===== src/verilog/pcrc_regs.svh =====
// Register offsets, field positions, reset values and polynomials of the CRC unit.
// Assumes inclusion by bare name from the package and the unit's modules.
// What this block does
// - Control bits 6:4 pick the CRC: 0 is 16-bit, 1 is 32-bit, rest reserved.
// - Control bit 0 enables the engine; cleared it stops the CRC logic.
// - A write to the word input folds all 32 written bits into the CRC.
// - A write to the halfword input folds only bits 15:0 into the CRC.
// - A write to the byte input folds only bits 7:0 into the CRC.
// - Reading any data input register returns the addressed CRC byte.
// - In 32-bit mode the result register shows the whole 32-bit CRC.
// - In 16-bit mode the result register shows the 16-bit CRC in bits 15:0.
// - A seed write loads the whole written value into the CRC register.
// - Reading the seed register returns the last value written to it.
// - The seed reaches the CRC register within one clock of the write.
// - 16-bit mode uses polynomial x^16 + x^12 + x^5 + 1.
// - 32-bit mode uses the Ethernet 32-bit generator polynomial.
// - No final XOR or inversion is applied to the result.
// - Data enters LSB first; seed order follows bit order select; result read MSB first.
`ifndef PCRC_REGS_SVH
`define PCRC_REGS_SVH

`define PCRC_ADDR_W 5
`define PCRC_OFS_CONFIG 5'h00
`define PCRC_OFS_WORD 5'h04
`define PCRC_OFS_HALF 5'h08
`define PCRC_OFS_BYTE 5'h0C
`define PCRC_OFS_RESULT 5'h10
`define PCRC_OFS_SEED 5'h14

`define PCRC_BIT_ENABLE 0
`define PCRC_BIT_ORDER 2
`define PCRC_POLY_LO 4
`define PCRC_POLY_HI 6

`define PCRC_POLY_SEL_16 3'h0
`define PCRC_POLY_SEL_32 3'h1

`define PCRC_RST_CONFIG 32'h00000000
`define PCRC_RST_RESULT 32'h0000FFFF
`define PCRC_RST_SEED 32'h00000000

`define PCRC_POLY16 16'h1021
`define PCRC_POLY32 32'h04C11DB7

`endif


===== src/verilog/pcrc_pkg.sv =====
// Types shared by the CRC unit and its parallel update engine.
// Assumes pcrc_regs.svh is on the include path.
package pcrc_pkg;
  `include "pcrc_regs.svh"

  typedef enum logic [1:0] {
    PCRC_DW_32,
    PCRC_DW_16,
    PCRC_DW_8
  } pcrc_width_t;

  typedef struct packed {
    logic [2:0] poly_width_select;
    logic bit_order_select;
    logic enable;
  } pcrc_cfg_t;
endpackage


===== src/verilog/pcrc_engine.sv =====
// Combinational parallel CRC update for 8, 16 or 32 data bits per step.
// Assumes the caller registers the result; no state is held here.
`timescale 1ns/100ps
`include "pcrc_regs.svh"
module pcrc_engine (
  input wire logic [31:0] crc_in,
  input wire logic [31:0] data_in,
  input wire pcrc_pkg::pcrc_width_t width,
  input wire logic is_crc32,
  output logic [31:0] crc_out
);
  // ***********************************
  // Parallel fold
  // ***********************************
  // The loop unrolls into one XOR network per output bit, so the whole
  // word is folded in one clock; the serial form only describes it.
  function automatic logic [31:0] pcrc_fold(input logic [31:0] crc, input logic [31:0] d,
                                            input int nbits, input logic wide);
    logic [31:0] c;
    logic fb;
    c = crc;
    fb = 1'b0;
    for (int i = 0; i < 32; i++) begin
      if (i < nbits) begin
        if (wide) begin
          fb = c[31] ^ d[i];
          c = {c[30:0], 1'b0} ^ (fb ? `PCRC_POLY32 : 32'h00000000);
        end else begin
          fb = c[15] ^ d[i];
          c[15:0] = {c[14:0], 1'b0} ^ (fb ? `PCRC_POLY16 : 16'h0000);
        end
      end
    end
    return c;
  endfunction

  always_comb begin
    case (width)
      pcrc_pkg::PCRC_DW_32: crc_out = pcrc_fold(crc_in, data_in, 32, is_crc32);
      pcrc_pkg::PCRC_DW_16: crc_out = pcrc_fold(crc_in, data_in, 16, is_crc32);
      pcrc_pkg::PCRC_DW_8: crc_out = pcrc_fold(crc_in, data_in, 8, is_crc32);
      default: crc_out = crc_in;
    endcase
  end
endmodule


===== src/verilog/pcrc_unit.sv =====
// CRC unit: configuration, data input, result and seed registers on APB.
// Assumes an APB3 master on core_clk; all inputs are synchronous to core_clk.
`timescale 1ns/100ps
`include "pcrc_regs.svh"
module pcrc_unit (
  input wire logic core_clk,
  input wire logic rst_n,
  input wire logic clk_en,
  input wire logic psel,
  input wire logic penable,
  input wire logic pwrite,
  input wire logic [`PCRC_ADDR_W-1:0] paddr,
  input wire logic [31:0] pwdata,
  output logic [31:0] prdata,
  output logic pready,
  output logic pslverr
);
  // ***********************************
  // Helpers
  // ***********************************
  function automatic logic [31:0] pcrc_rev32(input logic [31:0] v);
    logic [31:0] r;
    r = 32'h00000000;
    for (int i = 0; i < 32; i++) begin
      r[i] = v[31-i];
    end
    return r;
  endfunction

  // Address decode used only for pslverr; the write path compares word_addr itself
  function automatic logic pcrc_mapped(input logic [`PCRC_ADDR_W-1:0] a);
    case ({a[`PCRC_ADDR_W-1:2], 2'b00})
      `PCRC_OFS_CONFIG, `PCRC_OFS_WORD, `PCRC_OFS_HALF,
      `PCRC_OFS_BYTE, `PCRC_OFS_RESULT, `PCRC_OFS_SEED: pcrc_mapped = 1'b1;
      default: pcrc_mapped = 1'b0;
    endcase
  endfunction

  // ***********************************
  // State
  // ***********************************
  pcrc_pkg::pcrc_cfg_t cfg;
  pcrc_pkg::pcrc_cfg_t next_cfg;
  logic [31:0] crc;
  logic [31:0] next_crc;
  logic [31:0] seed;
  logic [31:0] next_seed;
  logic [31:0] next_prdata;
  logic next_pready;
  logic next_pslverr;

  logic [`PCRC_ADDR_W-1:0] word_addr;
  logic setup;
  logic wr_access;
  logic mode_valid;
  logic is_crc32;
  pcrc_pkg::pcrc_width_t width;
  logic data_write;
  logic [31:0] engine_out;
  logic [31:0] result_view;
  logic [31:0] seed_loaded;
  logic [31:0] seed_rev;
  logic [7:0] addressed_byte;

  assign word_addr = {paddr[`PCRC_ADDR_W-1:2], 2'b00};
  assign setup = psel & ~penable;
  assign wr_access = psel & penable & pwrite;

  // ***********************************
  // Mode decode
  // ***********************************
  // Reserved width codes keep data writes (not seed writes) out of the CRC register, so a bad setup
  // cannot silently produce a checksum of some undefined polynomial.
  assign is_crc32 = (cfg.poly_width_select == `PCRC_POLY_SEL_32);
  assign mode_valid = is_crc32 | (cfg.poly_width_select == `PCRC_POLY_SEL_16);

  always_comb begin
    data_write = wr_access;
    case (word_addr)
      `PCRC_OFS_WORD: width = pcrc_pkg::PCRC_DW_32;
      `PCRC_OFS_HALF: width = pcrc_pkg::PCRC_DW_16;
      `PCRC_OFS_BYTE: width = pcrc_pkg::PCRC_DW_8;
      default: begin
        width = pcrc_pkg::PCRC_DW_32;
        data_write = 1'b0;
      end
    endcase
  end

  pcrc_engine u_engine (
    .crc_in(crc),
    .data_in(pwdata),
    .width(width),
    .is_crc32(is_crc32),
    .crc_out(engine_out)
  );

  // Seed enters MSB first as written, or reversed over the active width
  always_comb begin
    seed_rev = pcrc_rev32(pwdata);
    seed_loaded = pwdata;
    if (cfg.bit_order_select) begin
      if (is_crc32) begin
        seed_loaded = seed_rev;
      end else begin
        seed_loaded = {pwdata[31:16], seed_rev[31:16]};
      end
    end
  end

  // Result shown as held, no final XOR, upper half cleared in 16-bit mode
  always_comb begin
    if (is_crc32) begin
      result_view = crc;
    end else begin
      result_view = {16'h0000, crc[15:0]};
    end
  end

  always_comb begin
    case (paddr[1:0])
      2'b00: addressed_byte = result_view[7:0];
      2'b01: addressed_byte = result_view[15:8];
      2'b10: addressed_byte = result_view[23:16];
      default: addressed_byte = result_view[31:24];
    endcase
  end

  // ***********************************
  // Register writes and CRC update
  // ***********************************
  always_comb begin
    next_cfg = cfg;
    next_seed = seed;
    next_crc = crc;
    if (wr_access && word_addr == `PCRC_OFS_CONFIG) begin
      next_cfg.poly_width_select = pwdata[`PCRC_POLY_HI:`PCRC_POLY_LO];
      next_cfg.bit_order_select = pwdata[`PCRC_BIT_ORDER];
      next_cfg.enable = pwdata[`PCRC_BIT_ENABLE];
    end
    if (wr_access && word_addr == `PCRC_OFS_SEED) begin
      next_seed = pwdata;
    end
    // With the engine disabled the CRC register holds its value: nothing reaches the CRC
    if (cfg.enable) begin
      if (wr_access && word_addr == `PCRC_OFS_SEED) begin
        next_crc = seed_loaded;
      end else if (data_write && mode_valid) begin
        next_crc = engine_out;
      end
    end
  end

  // ***********************************
  // Read path and APB answer
  // ***********************************
  // Read data is captured in the setup phase so prdata comes from a flop
  // and the access phase completes without wait states.
  always_comb begin
    next_prdata = prdata;
    next_pslverr = 1'b0;
    next_pready = 1'b1;
    if (setup) begin
      next_pslverr = ~pcrc_mapped(paddr);
      case (word_addr)
        `PCRC_OFS_CONFIG: begin
          next_prdata = 32'h00000000;
          next_prdata[`PCRC_POLY_HI:`PCRC_POLY_LO] = cfg.poly_width_select;
          next_prdata[`PCRC_BIT_ORDER] = cfg.bit_order_select;
          next_prdata[`PCRC_BIT_ENABLE] = cfg.enable;
        end
        `PCRC_OFS_WORD, `PCRC_OFS_HALF, `PCRC_OFS_BYTE:
          next_prdata = {24'h000000, addressed_byte};
        `PCRC_OFS_RESULT: next_prdata = result_view;
        `PCRC_OFS_SEED: next_prdata = seed;
        default: next_prdata = 32'h00000000;
      endcase
    end
  end

  always_ff @(posedge core_clk) begin
    if (!rst_n) begin
      cfg <= pcrc_pkg::pcrc_cfg_t'(5'h00);
      crc <= `PCRC_RST_RESULT;
      seed <= `PCRC_RST_SEED;
      prdata <= 32'h00000000;
      pready <= 1'b0;
      pslverr <= 1'b0;
    end else if (clk_en) begin
      cfg <= next_cfg;
      crc <= next_crc;
      seed <= next_seed;
      prdata <= next_prdata;
      pready <= next_pready;
      pslverr <= next_pslverr;
    end
  end
endmodule


===== config.mk =====
export PLATFORM = sky130hd
export DESIGN_NAME = pcrc_unit
export DESIGN_NICKNAME = d
export VERILOG_FILES = /design/src/verilog/pcrc_pkg.sv /design/src/verilog/pcrc_engine.sv /design/src/verilog/pcrc_unit.sv
export VERILOG_INCLUDE_DIRS = /design/src /design/src/verilog
export SDC_FILE = /design/constraint.sdc
export NUM_CORES = 1
export LEC_CHECK = 0
export BUFFER_PORTS_ARGS = -buffer_cell sky130_fd_sc_hd__buf_2
export CELL_PAD_IN_SITES_DETAIL_PLACEMENT = 2
export CELL_PAD_IN_SITES_GLOBAL_PLACEMENT = 2
export CORE_ASPECT_RATIO = 1.4
export CORE_MARGIN = 2
export CORE_UTILIZATION = 42
export DETAILED_ROUTE_END_ITERATION = 8
export PLACE_DENSITY = 0.95
export SETUP_SLACK_MARGIN = 0.15
export SYNTH_ARGS = -nofsm -noshare
export SYNTH_HDL_FRONTEND = slang
export SYNTH_SLANG_ARGS = --single-unit

===== constraint.sdc =====
create_clock -name core_clk -period 13.4 [get_ports core_clk]
set_input_delay 1.34 -clock core_clk [delete_from_list [all_inputs] [get_ports core_clk]]
set_output_delay 1.34 -clock core_clk [all_outputs]
set_load 0.02 [all_outputs]

==> flow_metrics.py <==
metrics = {
    "cts": {
        "clk_latency_ns": 0.38,
        "clock-root-buffer": "clkbuf_16",
        "h-tree-depth": 3,
        "cts-hold-fix-buffers": 0,
        "clock_sinks": 103,
        "cts_buffer_depth": 2,
        "ctsResizeCount": 0,
        "cts_buffers": 9,
        "path_clk_slew_ns": 0.07,
        "postCtsSetupBuffers": 0,
        "cts_tree": "yes",
    },
    "detailed_routing": {
        "drt_pass1_iterations": 5,
        "detail_route.wl_per_cell_microns": 34.9,
        "drtIter0Drc": 1580,
        "drt-total-wl_microns": 77800,
        "num_vias": 15102,
        "vias_per_cell": 6.78,
        "drc": 0,
        "ant_nets": 0,
    },
    "floorplanning": {
        "core_sq_um": 34100,
        "ioPinCount": 77,
        "die_width_microns": 161,
        "rows": 80,
        "dieArea_sq_um": 36200,
        "initial_core_util_pct": 42.7,
        "dieHeight_microns": 224,
    },
    "finish": {
        "syn2layout_area_growth_pct": 5.62,
        "final_nets": 1814,
        "multiInputGateArea_sq_um": 11800,
        "drive_gt1_share_pct": 10.9,
        "ff_latch_area_sq_um": 2060,
        "utilization_pct": 45.1,
        "nFillCells": 3803,
        "design_area_sq_um": 15400,
    },
    "synth": {
        "yosysTopAreaCellShare_pct": 17.2,
        "syn_avg_cell_area_sq_um": 8.01,
        "synth-seq-area-share_pct": 14.1,
        "syn_nets": 1864,
        "synth.distinct_cells": 90,
        "synthSimpleGateAreaFrac_pct": 16.7,
        "synthMuxAreaShare_pct": 5.98,
        "yosysMostFrequentCell": "xnor2_1",
        "yosys-top-cells-area": "xnor2_1 17%, dfxtp_1 14%, xnor3_1 10%, xor2_1 5.6%, nand2_1 4.8%",
        "synth_xor_area_share_pct": 37.9,
        "yosys_warnings": 0,
        "ys_ff_latch": 103,
        "synthArstFlopShare_pct": 0,
        "netlist_area_sq_um": 14600,
        "synth_fa_ha_area_share_pct": 0.172,
        "synthTopCellsByCount": "286 x xnor2_1, 186 x nand2_1, 146 x nor2_1",
        "synth_compound_area_share_pct": 19.8,
        "synth_flop_cell": "dfxtp_1",
        "synth-edff-count": 0,
        "synth_top_cell_by_area": "xnor2_1",
        "synthCells": 1819,
        "synth_top_family_by_area": "XOR/XNOR gates",
    },
    "worst_setup_path": {
        "cp-start-kind": "flop",
        "r2r_cells": 17,
        "end_kind": "flop",
        "cp_slowest_cell": "a2111oi_0",
        "max_stage_delay_ns": 1.24,
        "cp_data_arrival_time_ns": 7.61,
        "path_class": "flop to flop",
        "r2r-end": "crc[31]",
        "crit_chain": "or3b_4 > buf_4 > and2_1 > a21oi_1 > xnor2_2 > buf_4 > mux2_2 > nor4_1 > o221ai_1 > nand2_1 > or3_1 > xor2_1 > xnor2_1 > xnor2_1 > a2111oi_0 > nor3_1 > nor3_1",
        "required_ns": 13.67,
        "r2r-start": "cfg[4]",
        "r2r_setup_slack_ns": 6.06,
        "crit_path_max_fanout": 57,
    },
    "timing": {
        "setup-violations-final": 0,
        "fin_crit_ns": 7.34,
        "setup_tns_ns": 0,
        "fin_crit_sh_pct": 54.8,
        "tightestPinTransition_ns": 1.45,
        "clock-skew-final_ns": 0.0183,
        "rsz0062_at_grt": "no",
        "hold_viol_final": 0,
        "final_max_slew_viol_count": 0,
        "slew_headroom_pct": 1.16,
        "fmax_mhz": 136,
    },
    "min_path": {
        "hold_class": "flop to flop",
        "whs_path_depth": 2,
        "hp-start": "seed[31]",
        "hold-path-endpoint": "seed[31]",
    },
    "grt": {
        "gr-total-overflow": 0,
        "grt_usage_pct": 42.7,
        "antenna_found_initial": 5,
        "grt_pass1_wl_microns": 113000,
        "grt_pass1_vias": 16174,
        "grt_start_max_net_pins": 82,
    },
    "pwr": {
        "total_leakage_power_nw": 6.05,
        "ir_worst_vdd_v": 0.0000798,
        "powerDensity_nw_per_um2": 124,
    },
    "status": {
        "violations": "capacitance limit",
        "run_status": "complete, but fails checks",
    },
    "placement": {
        "hpwlAfterDp_microns": 58000,
        "gp_congestion": 1.03,
        "placed_area_sq_um": 15000,
        "io_buffers": 76,
    },
    "run": {
        "maxCapViolCount": 1,
    },
}
==> cells by family (layout without fill, tap and decap cells) <==
logic type / count (synthesis) / count (layout)
DFF: 103 / 103
buffers and inverters: 180 / 135
AOI/OAI and AO/OA: 447 / 447
other: 0 / 3
adders and majority gates: 2 / 2
muxes: 84 / 84
and+or+nand+nor: 524 / 524
xor gates and xnor gates: 479 / 479
==> worst max-delay path by stage <==
stage | startpoint | to | slack, ns
finish | cfg[4] | crc[31] | 6.06
detailed placement | pwdata[1] | crc[3] | 6.15
global route | cfg[3] | crc[11] | 5.97
floorplan | pwdata[3] | crc[11] | 7.57
CTS | cfg[4] | crc[3] | 6.37
global placement | pwdata[1] | crc[10] | 6.34
==> routing by layer <==
metal	vias up	GRT usage [%]	wire length [microns]
met2	905	69.7	35700
met1	7549	47.0	27400
met4	6	36.2	8120
met3	391	9.57	6510
li1	6251	-	-
met5	-	0	42
==> layout by cell type, fill, tap and decap left out, types with 11 or more instances in the layout <==
cell        n
mux2_2     21
o22ai_1    12
inv_1      14
mux2i_1    62
nor3_1     33
o21a_1     11
nand2_1   186
xnor2_1   285
xnor2_2    12
xor3_1     16
nand3_1    54
nor2_1    146
dfxtp_1   102
o21ai_0   112
xor2_1     93
a22oi_1    36
buf_2      76
a31oi_1    18
xnor3_1    66
o211ai_1   16
a21oi_1   131
a221oi_1   12
nand3b_1   11
buf_4      27
or3_1      19
nand4_1    13
==> final cells by class <==
cell class	count	share of cell area (%)
inverters	16	0.390
multi-input cells	1536	76.4
repair buffers	103	3.79
clock buffers	10	1.55
clock inverters	6	0.715
flip-flops and latches	103	13.4
diodes	3	0.0488
well taps	451	3.67
==> worst max-delay path, delay by kind of cell, from the launching register on <==
family / cells / cell delay [ns]
buffers and inverters: 2 / 1.03
flip-flops: 1 / 0.51
AND/OR/NAND/NOR: 7 / 2.79
XOR/XNOR: 4 / 0.82
AO/OA/AOI/OAI: 3 / 1.60
multiplexers: 1 / 0.41
==> metrics by stage <==
stage	hold slack (ns)	cells	total power [mW]	setup slack, ns
2_1_floorplan	0.433	1819	1.19	7.57
3_3_place_gp	0.442	2209	1.51	6.34
3_5_place_dp	0.455	2209	1.55	6.15
4_1_cts	0.466	2225	1.87	6.37
5_1_grt	0.484	2225	1.96	5.97
6_report	0.460	2228	1.91	6.06
==> report_power, final <==
group	leakage [nW]	internal [mW]	total [mW]	switching, mW
clock network	0.171	0.175	0.314	0.140
logic	5.04	0.512	1.28	0.773
registers	0.831	0.307	0.308	0.00113
total	6.05	0.994	1.91	0.913
==> sequential cells by signal, indices dropped and copies added, names as in the netlist <==
signal,cells
pslverr,1
cfg,5
pready,1
crc,32
seed,32
prdata,32
Note: power is estimated with default switching activity, not from simulation.
